File: src/core/mvdec_pkg.sv
/*
 Constants shared by the move-instruction decoder and its testbench.
 Assumes nothing of its surroundings; holds definitions only.
*/
package mvdec_pkg;
    // ----------------------------------------------------------------
    // Instruction word layout
    // ----------------------------------------------------------------
    localparam int FMT_BIT = 15;
    localparam int DST_MOD_LO = 8;
    localparam int DST_IDX_LO = 12;
    localparam int SRC_IDX_LO = 4;
    localparam int MOD_W = 4;
    localparam int IDX_W = 5;
    // ----------------------------------------------------------------
    // Module numbers and index limits
    // ----------------------------------------------------------------
    localparam logic [3:0] MOD_PER_LAST = 4'h5;
    localparam logic [3:0] MOD_SYS_A = 4'h8;
    localparam logic [3:0] MOD_SYS_B = 4'h9;
    localparam logic [3:0] MOD_SYS_HI = 4'hb;
    localparam logic [3:0] MOD_EXT = 4'hb;
    localparam logic [3:0] MOD_PTR = 4'hf;
    localparam logic [4:0] SYS_IDX_N = 5'h10;
    localparam logic [4:0] FAST_WR_N = 5'h08;
    // ----------------------------------------------------------------
    // Pointer locations inside the pointer module
    // ----------------------------------------------------------------
    localparam logic [4:0] IDX_MEM_A = 5'h00;
    localparam logic [4:0] IDX_MEM_B = 5'h01;
    localparam logic [4:0] IDX_MEM_F = 5'h02;
    localparam logic [4:0] IDX_DPA = 5'h03;
    localparam logic [4:0] IDX_DPB = 5'h04;
    localparam logic [4:0] IDX_BASE = 5'h05;
    localparam logic [4:0] IDX_OFF = 5'h06;
    // ----------------------------------------------------------------
    // APB register map
    // ----------------------------------------------------------------
    localparam logic [7:0] ADDR_CTRL = 8'h00;
    localparam logic [7:0] ADDR_STAT = 8'h04;
    localparam logic [7:0] ADDR_DPA = 8'h08;
    localparam logic [7:0] ADDR_DPB = 8'h0c;
    localparam logic [7:0] ADDR_FRAME = 8'h10;
    localparam int CTRL_EN_BIT = 0;
    localparam int CTRL_DEC_BIT = 1;
    localparam logic [1:0] CTRL_RESET = 2'h1;
endpackage

File: src/core/mvdec_ptr.sv
/*
 Pointer unit: two stand-alone data pointers and a frame pointer made of
 a base and an 8-bit offset. Assumes one step per access, decided by the
 decoder in the same cycle.
*/
`timescale 1ns/1ps
module mvdec_ptr (
    input wire logic clk,
    input wire logic arst_n,
    input wire logic step_dec,
    input wire logic [2:0] rd_sel,
    input wire logic [2:0] wr_sel,
    input wire logic ld_en,
    input wire logic [1:0] ld_sel,
    input wire logic [15:0] ld_data,
    output logic [15:0] data_pointer_a,
    output logic [15:0] data_pointer_b,
    output logic [15:0] frame_base,
    output logic [7:0] frame_offset,
    output logic [15:0] raddr,
    output logic [15:0] waddr
);
    typedef struct packed {
        logic [15:0] dpa;
        logic [15:0] dpb;
        logic [15:0] base;
        logic [7:0] off;
    } mvdec_ptr_st_t;

    mvdec_ptr_st_t st, next_st;
    logic [15:0] cur [3];
    logic [15:0] after [3];

    assign cur[0] = st.dpa;
    assign cur[1] = st.dpb;
    assign cur[2] = {8'h00, st.off};

    // ----------------------------------------------------------------
    // Step per pointer: post-step after a read, pre-step before a write
    // ----------------------------------------------------------------
    genvar g;
    generate
        for (g = 0; g < 3; g++) begin : g_step
            logic [15:0] cnt;
            assign cnt = {14'h0000, {1'b0, rd_sel[g]} + {1'b0, wr_sel[g]}};
            assign after[g] = step_dec ? cur[g] - cnt : cur[g] + cnt;
        end
    endgenerate

    // Frame address only steps the offset; base is left alone
    always_comb begin
        raddr = 16'h0000;
        waddr = 16'h0000;
        if (rd_sel[0]) raddr = st.dpa;
        if (rd_sel[1]) raddr = st.dpb;
        if (rd_sel[2]) raddr = st.base + {8'h00, st.off};
        if (wr_sel[0]) waddr = after[0];
        if (wr_sel[1]) waddr = after[1];
        if (wr_sel[2]) waddr = st.base + {8'h00, after[2][7:0]};
    end

    always_comb begin
        next_st = st;
        next_st.dpa = after[0];
        next_st.dpb = after[1];
        next_st.off = after[2][7:0];
        // A direct load wins over a step of the same pointer
        if (ld_en) begin
            case (ld_sel)
                2'h0: next_st.dpa = ld_data;
                2'h1: next_st.dpb = ld_data;
                2'h2: next_st.base = ld_data;
                default: next_st.off = ld_data[7:0];
            endcase
        end
    end

    always_ff @(posedge clk or negedge arst_n) begin
        if (!arst_n) begin
            st <= '0;
        end else begin
            st <= next_st;
        end
    end

    assign data_pointer_a = st.dpa;
    assign data_pointer_b = st.dpb;
    assign frame_base = st.base;
    assign frame_offset = st.off;
endmodule

File: src/core/mvdec_top.sv
/*
 Move-instruction decoder: splits each word, applies the operand
 extension register, resolves width conversion and undefined locations,
 and drives the register modules and data memory in one cycle.
 Assumes register modules answer SRC_DATA and width flags combinationally.
*/
`timescale 1ns/1ps
module mvdec_top (
    input wire logic REF_CLK,
    input wire logic ARST_N,
    input wire logic PSEL,
    input wire logic PENABLE,
    input wire logic PWRITE,
    input wire logic [7:0] PADDR,
    input wire logic [31:0] PWDATA,
    output logic [31:0] PRDATA,
    output logic PREADY,
    output logic PSLVERR,
    input wire logic [15:0] INSTR,
    input wire logic INSTR_VALID,
    output logic [3:0] SRC_MOD,
    output logic [4:0] SRC_IDX,
    output logic SRC_RD,
    input wire logic [15:0] SRC_DATA,
    input wire logic SRC_IS16,
    input wire logic SRC_DEFINED,
    input wire logic SRC_HAS8,
    output logic [3:0] DST_MOD,
    output logic [4:0] DST_IDX,
    output logic DST_WR,
    output logic [15:0] DST_DATA,
    input wire logic DST_IS16,
    input wire logic DST_DEFINED,
    output logic SYS_OP,
    output logic MEM_RD,
    output logic [15:0] MEM_RADDR,
    input wire logic [15:0] MEM_RDATA,
    output logic MEM_WE,
    output logic [15:0] MEM_WADDR,
    output logic [15:0] MEM_WDATA,
    output logic EXT_ACTIVE
);
    typedef struct packed {
        logic ext_valid;
        logic [7:0] ext_data;
        logic ext_sidx;
        logic [1:0] ext_didx;
        logic [1:0] ctrl;
        logic last_src_undef;
        logic last_dst_undef;
        logic [31:0] prdata;
        logic pslverr;
    } mvdec_st_t;

    mvdec_st_t st, next_st;

    logic go;
    logic fmt_reg;
    logic [3:0] smod, dmod;
    logic [4:0] sidx, didx;
    logic src_int, src_mem, src_preg, src_def, src16, src_has8;
    logic dst_ext, dst_mem, dst_preg, dst_def, dst16, dst_extern;
    logic [15:0] raw, src_val, xfer;
    logic [2:0] rd_sel, wr_sel;
    logic [15:0] dpa, dpb, fbase;
    logic [7:0] foff;
    logic setup;

    function automatic logic is_sys(input logic [3:0] m);
        return (m == mvdec_pkg::MOD_SYS_A) || (m == mvdec_pkg::MOD_SYS_B) ||
               (m >= mvdec_pkg::MOD_SYS_HI);
    endfunction

    function automatic logic is_per(input logic [3:0] m);
        return m <= mvdec_pkg::MOD_PER_LAST;
    endfunction

    // System modules stop at 16 indexes, peripherals use all 32
    function automatic logic idx_ok(input logic [3:0] m, input logic [4:0] i);
        return is_sys(m) ? (i < mvdec_pkg::SYS_IDX_N) : is_per(m);
    endfunction

    // ----------------------------------------------------------------
    // Word split
    // ----------------------------------------------------------------
    // One word per instruction, consumed in the cycle it is offered while the enable bit is set
    assign go = INSTR_VALID && st.ctrl[mvdec_pkg::CTRL_EN_BIT];
    assign fmt_reg = INSTR[mvdec_pkg::FMT_BIT];
    // Destination index gets its top bits from the extension
    assign dmod = INSTR[mvdec_pkg::DST_MOD_LO +: mvdec_pkg::MOD_W];
    assign didx = {st.ext_didx, INSTR[mvdec_pkg::DST_IDX_LO +: 3]};
    // Source index bit 4 only comes from the extension
    assign smod = INSTR[3:0];
    assign sidx = {st.ext_sidx, INSTR[mvdec_pkg::SRC_IDX_LO +: 4]};

    // ----------------------------------------------------------------
    // Source resolution
    // ----------------------------------------------------------------
    assign src_mem = (smod == mvdec_pkg::MOD_PTR) && (sidx <= mvdec_pkg::IDX_MEM_F);
    assign src_preg = (smod == mvdec_pkg::MOD_PTR) && (sidx >= mvdec_pkg::IDX_DPA) &&
                      (sidx <= mvdec_pkg::IDX_OFF);
    assign src_int = (smod == mvdec_pkg::MOD_PTR) || (smod == mvdec_pkg::MOD_EXT);

    always_comb begin
        raw = 16'h0000;
        src16 = 1'b0;
        src_def = 1'b1;
        src_has8 = 1'b0;
        if (!fmt_reg) begin
            raw = {8'h00, INSTR[7:0]};
        end else if (src_mem) begin
            raw = MEM_RDATA;
            src16 = 1'b1;
        end else if (src_preg) begin
            src16 = 1'b1;
            case (sidx)
                mvdec_pkg::IDX_DPA: raw = dpa;
                mvdec_pkg::IDX_DPB: raw = dpb;
                mvdec_pkg::IDX_BASE: raw = fbase;
                default: begin
                    raw = {8'h00, foff};
                    src16 = 1'b0;
                end
            endcase
        end else if (src_int) begin
            src_def = 1'b0;
            src_has8 = (smod == mvdec_pkg::MOD_PTR);
        end else begin
            // Register modules answer in the same cycle
            raw = SRC_DATA;
            src16 = SRC_IS16;
            src_def = SRC_DEFINED && idx_ok(smod, sidx);
            src_has8 = SRC_HAS8;
        end
    end

    // Undefined source depends on whether the module holds any 8-bit register
    always_comb begin
        src_val = raw;
        if (!src_def) begin
            src_val = src_has8 ? {st.ext_data, 8'h00} : 16'h0000;
        end
    end

    // ----------------------------------------------------------------
    // Destination resolution
    // ----------------------------------------------------------------
    assign dst_ext = (dmod == mvdec_pkg::MOD_EXT);
    assign dst_mem = (dmod == mvdec_pkg::MOD_PTR) && (didx <= mvdec_pkg::IDX_MEM_F);
    assign dst_preg = (dmod == mvdec_pkg::MOD_PTR) && (didx >= mvdec_pkg::IDX_DPA) &&
                      (didx <= mvdec_pkg::IDX_OFF);
    assign dst_extern = !dst_ext && (dmod != mvdec_pkg::MOD_PTR);

    always_comb begin
        dst_def = 1'b1;
        dst16 = 1'b1;
        if (dst_ext) begin
            dst16 = 1'b0;
        end else if (dst_preg) begin
            dst16 = (didx != mvdec_pkg::IDX_OFF);
        end else if (!dst_mem && !dst_extern) begin
            dst_def = 1'b0;
        end else if (dst_extern) begin
            dst_def = DST_DEFINED && idx_ok(dmod, didx);
            dst16 = DST_IS16;
        end
    end

    // Width conversion; an 8-bit destination never keeps a high byte
    always_comb begin
        if (!dst16) begin
            xfer = {8'h00, src_val[7:0]};
        end else if (!src_def || src16) begin
            xfer = src_val;
        end else begin
            xfer = {st.ext_data, src_val[7:0]};
        end
    end

    // ----------------------------------------------------------------
    // Strobes toward register modules and memory
    // ----------------------------------------------------------------
    assign SRC_MOD = smod;
    assign SRC_IDX = sidx;
    assign DST_MOD = dmod;
    assign DST_IDX = didx;
    assign DST_DATA = xfer;
    // Source read still fires when the destination is undefined
    assign SRC_RD = go && fmt_reg && !src_int;
    assign DST_WR = go && dst_extern && dst_def;
    // Unused system locations carry the higher-level ops
    assign SYS_OP = go && dst_extern && !dst_def && is_sys(dmod);
    assign MEM_RD = go && fmt_reg && src_mem;
    assign MEM_WE = go && dst_mem;
    assign MEM_WDATA = xfer;
    assign EXT_ACTIVE = st.ext_valid;

    // Pointer steps go to the selected pointer only
    assign rd_sel = MEM_RD ? (3'b001 << sidx[1:0]) : 3'b000;
    assign wr_sel = MEM_WE ? (3'b001 << didx[1:0]) : 3'b000;

    mvdec_ptr u_ptr (
        .clk(REF_CLK),
        .arst_n(ARST_N),
        .step_dec(st.ctrl[mvdec_pkg::CTRL_DEC_BIT]),
        .rd_sel(rd_sel),
        .wr_sel(wr_sel),
        .ld_en(go && dst_preg),
        .ld_sel(2'(didx - mvdec_pkg::IDX_DPA)),
        .ld_data(xfer),
        .data_pointer_a(dpa),
        .data_pointer_b(dpb),
        .frame_base(fbase),
        .frame_offset(foff),
        .raddr(MEM_RADDR),
        .waddr(MEM_WADDR)
    );

    // ----------------------------------------------------------------
    // Next state: extension register, status, APB slave
    // ----------------------------------------------------------------
    assign setup = PSEL && !PENABLE;

    always_comb begin
        next_st = st;
        // Extension lives one cycle; a new write replaces it
        next_st.ext_valid = 1'b0;
        next_st.ext_data = 8'h00;
        next_st.ext_sidx = 1'b0;
        next_st.ext_didx = 2'h0;
        if (go && dst_ext) begin
            next_st.ext_valid = 1'b1;
            next_st.ext_data = xfer[7:0];
            next_st.ext_sidx = didx[2];
            next_st.ext_didx = didx[1:0];
        end
        if (go) begin
            next_st.last_src_undef = fmt_reg && !src_def;
            next_st.last_dst_undef = !dst_def;
        end
        // Read data is latched in setup so the access phase answers from flops
        if (setup) begin
            next_st.pslverr = 1'b0;
            next_st.prdata = 32'h0000_0000;
            if (PADDR == mvdec_pkg::ADDR_CTRL) begin
                next_st.prdata = {30'h0, st.ctrl};
            end else if (PADDR == mvdec_pkg::ADDR_STAT) begin
                next_st.prdata = {21'h0, st.ext_valid, st.ext_data, st.last_src_undef,
                                  st.last_dst_undef};
            end else if (PADDR == mvdec_pkg::ADDR_DPA) begin
                next_st.prdata = {16'h0, dpa};
            end else if (PADDR == mvdec_pkg::ADDR_DPB) begin
                next_st.prdata = {16'h0, dpb};
            end else if (PADDR == mvdec_pkg::ADDR_FRAME) begin
                next_st.prdata = {8'h0, foff, fbase};
            end else begin
                next_st.pslverr = 1'b1;
            end
        end
        if (PSEL && PENABLE && PWRITE && (PADDR == mvdec_pkg::ADDR_CTRL)) begin
            next_st.ctrl = PWDATA[1:0];
        end
    end

    always_ff @(posedge REF_CLK or negedge ARST_N) begin
        if (!ARST_N) begin
            st <= '0;
            st.ctrl <= mvdec_pkg::CTRL_RESET;
        end else begin
            st <= next_st;
        end
    end

    assign PREADY = PSEL && PENABLE;
    assign PRDATA = (PSEL && PENABLE && !PWRITE) ? st.prdata : 32'h0000_0000;
    assign PSLVERR = PSEL && PENABLE && st.pslverr;
endmodule

File: config.mk
export PLATFORM = sky130hd
export DESIGN_NAME = mvdec_top
export DESIGN_NICKNAME = d
export VERILOG_FILES = /design/src/core/mvdec_pkg.sv /design/src/core/mvdec_ptr.sv /design/src/core/mvdec_top.sv
export SDC_FILE = /design/constraint.sdc
export NUM_CORES = 1
export LEC_CHECK = 0
export ABC_AREA = 1
export BUFFER_PORTS_ARGS = -buffer_cell sky130_fd_sc_hd__clkbuf_2
export CAP_MARGIN = 15
export CORE_MARGIN = 2
export CORE_UTILIZATION = 61
export CTS_CLUSTER_DIAMETER = 40
export DETAILED_ROUTE_END_ITERATION = 16
export MAX_ROUTING_LAYER = met4
export PLACE_DENSITY_LB_ADDON = 0.08
export SLEW_MARGIN = 20
export SYNTH_ARGS = -nofsm -noshare
export SYNTH_HDL_FRONTEND = slang
export SYNTH_SLANG_ARGS = --single-unit
File: constraint.sdc
create_clock -name REF_CLK -period 21 [get_ports REF_CLK]
set_input_delay 5.25 -clock REF_CLK [delete_from_list [all_inputs] [get_ports REF_CLK]]
set_output_delay 5.25 -clock REF_CLK [all_outputs]
set_load 0.005 [all_outputs]
==> impl_results.md, run 1 <==
* Worst-path clk slew at 70 ps
* Root Buffer: clkbuf_16
* Area Growth Syn to Fin at 10.4%
* TritonCTS clock tree: built
* Max Buffers Root-to-Sink at 2
* FF+latch area at 2430 µm²
* DRT antenna net count at 0
* Synth top area share at 23.6%
* Placer Congestion at 1.06
* Number of global-route vias before repair at 10,683
* Relative slew slack at 27.8%
* Row count at 47
* Critical R2R Launch: st[35]$_DFFE_PN1P_
* Non-filler instance count after layout at 1,928
* Post-CTS setup buffer count at 0
* Fin crit period at 16,740 ps
* Synth cell types at 48
* Largest net degree at the start of global routing at 52
* Clk Latency, worst-skew pair at 370 ps
* Post-route cell area at 11,200 µm²
* WP data required at 15,750 ps
* Crit path arrival time at 11,490 ps
* Synth async-reset ratio at 100%
* Via Count at 11,514
* Max VDD drop at 0.0000618 V
* Drc violations at 0
* Number of cells after detailed placement at 1,912
* Drt pass-1 iters at 8
* Clk sinks at 97
* Area of the multi-input gates at 6520 µm²
* Initial antenna violation count at 0
* Remaining global-route overflow at 0
* Power Dens Cells at 81.4 nW/µm²
* Post-Synthesis Cell Area at 10,200 µm²
* Max-slew violations at 0
* Die Width at 133 µm
* Critical path class: in2out
* RSZ-0062 raised after global routing: no
* Final setup fails at 0
* # port buffers at 182
* Min-Delay Path Class: reg2reg
* Layout Nets at 1,867
* Worst setup path endpoint: MEM_WADDR[13]
* Setup_tns at 0 ps
* TritonCTS Buffers at 9
* Measured slew at the worst slew-check pin at 1080 ps
* Cell Area, Placed at 10,900 µm²
* Ranking of synthesized cells by area: dfrtp_1 (24%), nand2_1 (15%), nand3_1 (10%), ha_1 (7.4%), inv_1 (6.7%)
* Register area share after synthesis at 23.9%
* I/O pin cnt at 221
* CP endpoint kind: output pin
* Most common cell on crit path: nand2_1
* R2R Setup Slk at 16,350 ps
* Dominant synthesized flop cell: dfrtp_1
* Worst hold margin at 487 ps
* Cts hold-fix bufs at 0
* Buffers plus inverters on the worst setup path at 5
* H-tree depth at 3
* Worst Setup SP: INSTR[5]
* Fill count at 1,514
* GRT Overall Usage at 43.7%
* LEAKAGE at 5.97 nW
* Max-cap violations at 0
* Routed len/inst at 19.6 µm
* Die H at 133 µm
* Worst reg2reg path endpoint: u_ptr.data_pointer_b[14]$_DFF_PN0_
* Number of flops mapped to enable cells by yosys at 0
* Final Skew at 12.8 ps
* Share of cells above drive strength 1 at 17.4%
* Fmax at 0.0597 GHz
* Critical path depth at 32
* Initial drt markers at 1,414
* Die Footprint at 17,700 µm²
* CP max FO at 19
* Final Hold Viols at 0
* YS warnings at 0
* DR vias/cell at 5.97
* Post-DP HPWL at 30.1 mm
* Core area at 16,400 µm²
* # resized after CTS at 0
* Utilization after layout at 68.4%
* Largest area contributor in the netlist: dfrtp_1
* Diode count at 0
* Status: finished clean
* Crit path max-delay cell type: o21ai_0
* R2r worst-path depth at 16
* Startpoint Class: input port
* Drt total wl at 37.9 mm
* Cells after synthesis at 1,583
* Initial Util at 61.9%
* HP Start: st[4]$_DFFE_PN0P_
* First-pass GRT wire length at 57.8 mm
* Crit path largest cell delay at 580 ps
* Avg Cell Area, Syn at 6.42 µm²
* Post-synthesis register bit count at 97
* Crit share post-route at 79.7%
* Kind of cell adding the most delay to the critical path: simple AND/OR/NAND/NOR gates
-- layout make-up --
type                       count  share of cell area, %
tap                          220                   2.45
timing repair buffer         186                   8.41
clock buffer                  10                   2.04
sequential                    97                   21.7
multi-input combinational   1220                   58.1
clock inverter                 6                   1.02
inverter                     189                   6.33
-- cell usage in the layout, fill, tap and decap left out, types with 4 or more instances in the layout --
master / count
nor2_2: 10
or2_2: 24
clkbuf_16: 9
clkbuf_2: 181
nor2_4: 9
nor3_1: 13
ha_1: 60
nand2_1: 399
dfrtp_1: 96
buf_4: 5
o211ai_1: 14
nand3b_1: 6
o21ai_1: 17
a22oi_1: 5
fa_1: 5
nor2_1: 136
inv_2: 7
o221ai_1: 4
nand3_1: 211
nand4_1: 16
o22ai_1: 7
a21oi_1: 84
conb_1: 8
o21ai_0: 92
inv_1: 181
nand2_2: 20
nand3_2: 12
xnor2_1: 12
nor3_2: 4
and2_1: 9
xor2_1: 20
-- registers in the layout, indices dropped and copies added, names as in the netlist --
signal,cells
EXT_ACTIVE,1
st,37
u_ptr.frame_offset,8
u_ptr.data_pointer_a,16
DST_IDX,2
u_ptr.frame_base,16
SRC_IDX,1
u_ptr.data_pointer_b,16
-- synthesized netlist by cell type (3+ instances only) --
master,instances
a21o_1,3
fa_1,5
nand3_1,211
or2_2,24
nand3b_1,6
o21ai_0,92
a22oi_1,5
nand3_2,12
nand2_1,399
o221ai_1,4
buf_4,48
nor2_1,136
nand4_1,16
clkbuf_1,15
nor3_2,4
buf_2,19
o21bai_1,3
dfrtp_1,96
inv_1,181
nand2_2,20
nor3_1,13
xnor2_1,12
a21oi_1,84
inv_2,7
nor2_4,9
o211ai_1,14
xor2_1,20
nor2_2,10
ha_1,60
o21ai_1,17
and2_1,9
o22ai_1,7
-- where the power goes --
part           switching, W  leakage [nW]  internal, W
clock network     0.0000840         0.159     0.000117
logic              0.000278          4.58     0.000154
registers         0.0000605          1.24     0.000219
total              0.000423          5.97     0.000490
-- worst min-delay path: stages (launching register included) --
cell,delay [ps]
dfrtp_1,340
nand2_1,60
nand2_1,60
-- metal layers --
metal	part of all wire [%]	wire, µm	vias to the layer above	global-route usage (%)
met3	12	4570	113	10.8
li1	-	-	5368	-
met4	4.1	1550	0	18.1
met1	38	14300	5257	53.7
met2	46	17400	776	68.9
met5	0	0	-	-
-- worst min-delay path by stage --
stage | end | slack, ps | cells after the start
after floorplan | st[11]$_DFFE_PN0P_ | 450 | 2
after global placement | st[11]$_DFFE_PN0P_ | 460 | 2
after detailed placement | st[11]$_DFFE_PN0P_ | 470 | 2
after CTS | st[11]$_DFFE_PN0P_ | 480 | 2
after global routing | st[9]$_DFFE_PN0P_ | 500 | 2
final | st[4]$_DFFE_PN0P_ | 490 | 2
-- through the flow --
stage	setup WS [ps]	total power [W]
after floorplan	6800	0.000568
after global placement	4670	0.000687
after detailed placement	4610	0.000695
after CTS	4560	0.000894
after global routing	3960	0.000973
final	4260	0.000913
-- cells by family (layout without fill, tap and decap cells) --
| kind of cell | Yosys count | after routing | share of synthesized area [%] |
|---|---|---|---|
| xor+xnor | 32 | 32 | 2.76 |
| fa+ha+maj | 65 | 65 | 8.37 |
| other cells | 1 | 8 | 0.0369 |
| simple gates | 875 | 875 | 39.6 |
| buf+inv | 273 | 391 | 12.2 |
| flops | 97 | 97 | 23.9 |
| compound gates | 238 | 238 | 12.9 |
| mux | 2 | 2 | 0.222 |
Note: power is estimated with default switching activity, not from simulation.
==> run 2, diff against run 1 <==
--- a/config.mk
+++ b/config.mk
@@ -9,7 +9,7 @@
 export BUFFER_PORTS_ARGS = -buffer_cell sky130_fd_sc_hd__clkbuf_2
 export CAP_MARGIN = 15
 export CORE_MARGIN = 2
-export CORE_UTILIZATION = 61
+export CORE_UTILIZATION = 51
 export CTS_CLUSTER_DIAMETER = 40
 export DETAILED_ROUTE_END_ITERATION = 16
 export MAX_ROUTING_LAYER = met4
==> constraint.sdc (replaced) <==
create_clock -name REF_CLK -period 14 [get_ports REF_CLK]
set_input_delay 3.5 -clock REF_CLK [delete_from_list [all_inputs] [get_ports REF_CLK]]
set_output_delay 3.5 -clock REF_CLK [all_outputs]
set_load 0.005 [all_outputs]
==> run 2 against run 1 <==
Via count decreased by 2.5%. Clock skew increased by 3.7 ps. Largest power group unchanged. Global-route usage fell by 6.4 points. Sequential power is 50% higher. First-iteration DRC count is 24% lower. Die area up 19%. Worst hold slack worse by 4.3 ps. Wire length is 1.9% higher.
==> impl_results.md, run 2 (synthesized netlist as in run 1, its figures left out) <==
* Status: finished clean
* Area Growth Syn to Fin at 11.1%
* Die Footprint at 21,100 µm² (+19%)
* GRT Overall Usage at 37.3% (-6.4 points)
* Most common cell on crit path: nand2_1
* Clk Latency, worst-skew pair at 370 ps (about the same)
* I/O pin cnt at 221 (unchanged)
* Crit path arrival time at 9070 ps (-2420 ps)
* Most frequent cells in the layout: nand2_1 (399), nand3_1 (211), inv_1 (181), clkbuf_2 (181), nor2_1 (136)
* Clk sinks at 97 (unchanged)
* DR vias/cell at 5.68 (-4.9%)
* Placer Congestion at 1.07 (+0.47%)
* Max-cap violations at 0 (unchanged)
* Relative slew slack at 41.8% (+14 points)
* Measured slew at the worst slew-check pin at 870 ps (-209 ps)
* Initial Util at 52.0% (-9.9 points)
* Row count at 51 (+8.5%)
* Max Buffers Root-to-Sink at 2 (unchanged)
* Drt pass-1 iters at 5 (-3)
* Drc violations at 0 (unchanged)
* Setup_tns at 0 ps (unchanged)
* Most common cell after layout, fill and taps aside: nand2_1
* Core area at 19,500 µm² (+19%)
* Largest net degree at the start of global routing at 58 (+12%)
* Startpoint Class: input port
* Crit share post-route at 89.8%
* First-pass GRT wire length at 59.1 mm (+2.3%)
* Power Dens Cells at 121 nW/µm² (+48%)
* R2R Setup Slk at 9160 ps (-7190 ps)
* Post-CTS setup buffer count at 0 (unchanged)
* Share of cells above drive strength 1 at 17.5% (+0.16 points)
* Via Count at 11,228 (-2.5%)
* Worst-path clk slew at 70 ps (about the same)
* Crit path largest cell delay at 530 ps (-50 ps)
* Routed len/inst at 19.5 µm (-0.55%)
* Remaining global-route overflow at 0 (unchanged)
* Min-Delay Path Class: reg2reg
* Initial antenna violation count at 1 (+1)
* CP endpoint kind: output pin
* Number of flip-flops in the largest register at 37 (unchanged)
* Final Hold Viols at 0 (unchanged)
* LEAKAGE at 5.99 nW (+0.20%)
* Final setup fails at 0 (unchanged)
* Root Buffer: clkbuf_16
* Post-DP HPWL at 31.3 mm (+4.1%)
* Most flops, register: st
* Max VDD drop at 0.0000824 V (+33%)
* # resized after CTS at 0 (unchanged)
* Cts hold-fix bufs at 0 (unchanged)
* CP max FO at 19 (unchanged)
* Fin crit period at 12,570 ps
* Drt total wl at 38.6 mm (+1.9%)
* TritonCTS Buffers at 9 (unchanged)
* Critical path class: in2out
* TritonCTS clock tree: built
* Crit path max-delay cell type: o21ai_0
* # port buffers at 182 (unchanged)
* Layout Nets at 1,869 (+0.11%)
* Number of global-route vias before repair at 10,440 (-2.3%)
* Max-slew violations at 0 (unchanged)
* Final Skew at 16.5 ps (+3.67 ps)
* Fmax at 0.0796 GHz
* RSZ-0062 raised after global routing: no
* Initial drt markers at 1,077 (-24%)
* Die H at 145 µm (+9.1%)
* Die Width at 145 µm (+9.1%)
* H-tree depth at 3 (unchanged)
* Utilization after layout at 57.8% (-11 points)
* DRT antenna net count at 0 (unchanged)
* WP data required at 10,500 ps (-5250 ps)
run 2: per-layer routing:
metal	part of all wire [%]	global-route usage (%)	up-vias	wire (µm)
met5	0	-	-	0
met2	46	59.5	573	17700
met1	41	47.5	5183	15800
met3	9.7	6.95	81	3750
met4	3.5	13.7	0	1340
li1	-	-	5391	-
run 2: final timing paths:
check | startpoint | endpoint | cells past startpoint
setup / recovery | INSTR[5] | MEM_WADDR[13] | 32
hold / removal | st[8]$_DFFE_PN0P_ | st[8]$_DFFE_PN0P_ | 2
setup reg to reg | st[35]$_DFFE_PN1P_ | u_ptr.data_pointer_b[14]$_DFF_PN0_ | 16
hold reg to reg | st[8]$_DFFE_PN0P_ | st[8]$_DFFE_PN0P_ | 2
max in group asynchronous | ARST_N | st[42]$_DFF_PN0_ | 2
min in group asynchronous | ARST_N | st[23]$_DFFE_PN0P_ | 1
run 2: cell type report:
cell class / count / area, µm²
fillers: 2027 / 8240
inverters: 189 / 709
flip-flops and latches: 97 / 2430
well taps: 265 / 332
multi-input cells: 1220 / 6520
repair buffers: 188 / 958
clock inverters: 7 / 119
clock buffers: 9 / 225
diodes: 1 / 2.50
run 2: metrics by stage:
step	worst slack [ps]	cell area (µm²)	hold WS, ps	instances	power [W]
2_1_floorplan	3300	10200	449	1590	0.000852
3_3_place_gp	1640	10900	466	1959	0.00104
3_5_place_dp	1590	10900	468	1959	0.00105
4_1_cts	1580	11300	486	1975	0.00135
5_1_grt	1050	11300	507	1976	0.00146
6_report	1430	11300	483	1976	0.00136
run 2: where the power goes:
| group | total, W | switching (W) | internal (W) |
|---|---|---|---|
| Clock | 0.000300 | 0.000125 | 0.000175 |
| Sequential | 0.000419 | 0.0000907 | 0.000328 |
| Combinational | 0.000646 | 0.000414 | 0.000232 |
run 2: critical path, delay by kind of cell:
family / cells / cell delay (ps)
AO/OA/AOI/OAI: 3 / 1170
adder cells (fa/ha/maj): 3 / 800
buffers and inverters: 6 / 840
XOR/XNOR: 1 / 140
AND/OR/NAND/NOR: 19 / 2590
==> run 3, diff against run 2 <==
==> constraint.sdc (replaced) <==
create_clock -name REF_CLK -period 10.3 [get_ports REF_CLK]
set_input_delay 2.575 -clock REF_CLK [delete_from_list [all_inputs] [get_ports REF_CLK]]
set_output_delay 2.575 -clock REF_CLK [all_outputs]
set_load 0.005 [all_outputs]
==> run 3 against run 2 <==
Sequential power rose by 37%. Clock power is 35% higher. Cell count rose by 0.71%. Largest power group unchanged. Cell area is 0.95% higher. Total power rose by 36%. Core utilization increased by 0.55 points. Sequential share of layout area fell by 0.20 points. Critical path depth rose by 3. Global-route usage is 0.60 points higher. Highest routed layer unchanged. Combinational power up 35%. Largest cell class unchanged.
==> impl_results.md, run 3 (synthesized netlist as in run 1, its figures left out) <==
* Most common cell after layout, fill and taps aside: nand2_1
* Die H at 145 µm (unchanged)
* Max VDD drop at 0.000105 V (+27%)
* Layout Nets at 1,883 (+0.75%)
* I/O pin cnt at 221 (unchanged)
* # port buffers at 182 (unchanged)
* DR vias/cell at 5.69 (+0.11%)
* Utilization after layout at 58.4% (+0.55 points)
* Fin crit period at 9890 ps
* Crit path arrival time at 7310 ps (-1760 ps)
* WP data required at 7730 ps (-2770 ps)
* Clk Latency, worst-skew pair at 370 ps (about the same)
* Most flops, register: st
* Clk sinks at 97 (unchanged)
* Measured slew at the worst slew-check pin at 1020 ps (+146 ps)
* Max-slew violations at 0 (unchanged)
* Largest net degree at the start of global routing at 69 (+19%)
* Final setup fails at 0 (unchanged)
* Final Hold Viols at 0 (unchanged)
* CP endpoint kind: output pin
* Initial antenna violation count at 1 (unchanged)
* Crit path max-delay cell type: ha_1
* Max Buffers Root-to-Sink at 2 (unchanged)
* Row count at 51 (unchanged)
* Crit path largest cell delay at 380 ps (-150 ps)
* Placer Congestion at 1.00 (-6.4%)
* Min-Delay Path Class: reg2reg
* Share of cells above drive strength 1 at 18.3% (+0.73 points)
* Via Count at 11,320 (+0.82%)
* Status: finished clean
* CP max FO at 9 (-10)
* Startpoint Class: input port
* TritonCTS clock tree: built
* Number of global-route vias before repair at 10,593 (+1.5%)
* Fmax at 0.101 GHz
* H-tree depth at 3 (unchanged)
* Max-cap violations at 0 (unchanged)
* Crit share post-route at 96.0%
* TritonCTS Buffers at 9 (unchanged)
* Root Buffer: clkbuf_16
* RSZ-0062 raised after global routing: no
* Relative slew slack at 32.0% (-9.7 points)
* Die Footprint at 21,100 µm² (unchanged)
* LEAKAGE at 6.07 nW (+1.3%)
* First-pass GRT wire length at 60.0 mm (+1.6%)
* Area Growth Syn to Fin at 12.2%
* Die Width at 145 µm (unchanged)
* Drt total wl at 39.0 mm (+1.1%)
* Post-DP HPWL at 31.6 mm (+0.76%)
* Initial Util at 52.0% (unchanged)
* Drt pass-1 iters at 6 (+1)
* Worst-path clk slew at 70 ps (about the same)
* GRT Overall Usage at 37.9% (+0.60 points)
* Routed len/inst at 19.6 µm (+0.44%)
* Most common cell on crit path: nand2_1
* Critical path class: in2out
* Setup_tns at 0 ps (unchanged)
* Initial drt markers at 1,239 (+15%)
* Power Dens Cells at 162 nW/µm² (+34%)
* Remaining global-route overflow at 0 (unchanged)
* Number of flip-flops in the largest register at 37 (unchanged)
* Final Skew at 13.1 ps (-3.42 ps)
* Most frequent cells in the layout: nand2_1 (399), nand3_1 (210), inv_1 (181), clkbuf_2 (181), nor2_1 (134)
* Drc violations at 0 (unchanged)
* Core area at 19,500 µm² (unchanged)
* DRT antenna net count at 0 (unchanged)
run 3: final timing paths:
kind / slack [ps] / startpoint / cells after the start / end
worst max register to register: 6240 / st[35]$_DFFE_PN1P_ / 18 / u_ptr.data_pointer_b[14]$_DFF_PN0_
worst min-delay path: 480 / st[9]$_DFFE_PN0P_ / 2 / st[9]$_DFFE_PN0P_
min in group asynchronous: 2120 / ARST_N / 1 / st[21]$_DFFE_PN0P_
worst min register to register: 480 / st[9]$_DFFE_PN0P_ / 2 / st[9]$_DFFE_PN0P_
worst max-delay path: 410 / INSTR[1] / 35 / MEM_WADDR[15]
max in group asynchronous: 6950 / ARST_N / 2 / u_ptr.data_pointer_b[11]$_DFF_PN0_
run 3: timing repair:
action / CTS / global route
endpoints found under the setup margin: 0 / 4
gates resized for setup: 0 / 3
endpoints found under the hold margin: 0 / 0
setup buffers: 0 / 2
hold buffers: 0 / 0
run 3: metal layers:
metal	track usage, %	up-vias	share of wire [%]
met1	50.2	5240	42
met3	6.35	92	9.0
met5	-	-	0
met4	14.5	0	3.7
met2	58.5	568	45
li1	-	5420	-
run 3: through the flow:
step                      instances  total power [W]  area (µm²)  setup slack (ps)  hold WS [ps]
after floorplan                1590          0.00116       10200              1450           449
after detailed placement       1971          0.00142       11000               333           467
final                          1990          0.00185       11400               413           482
after global routing           1990          0.00198       11400              32.6           502
after CTS                      1987          0.00183       11400               315           485
after global placement         1971          0.00142       11000               341           464
run 3: worst max-delay path: cells and delay by family:
family | cells | cell delay [ps]
buffers and inverters | 8 | 1070
AOI/OAI and AO/OA | 2 | 390
adders and majority gates | 3 | 960
and+or+nand+nor | 21 | 2150
xor gates and xnor gates | 1 | 170
run 3: area by class of cell:
type                       instances  area (µm²)
tap                              265         332
clock buffer                      11         233
clock inverter                     5         104
antenna                            1        2.50
timing repair buffer             202        1060
fill                            2023        8130
multi-input combinational       1220        6530
inverter                         189         709
sequential                        97        2430
run 3: where the power goes:
part	switching, W	internal [W]	leakage (nW)
sequential	0.000129	0.000446	1.24
clock	0.000166	0.000238	0.164
combinational	0.000556	0.000316	4.66
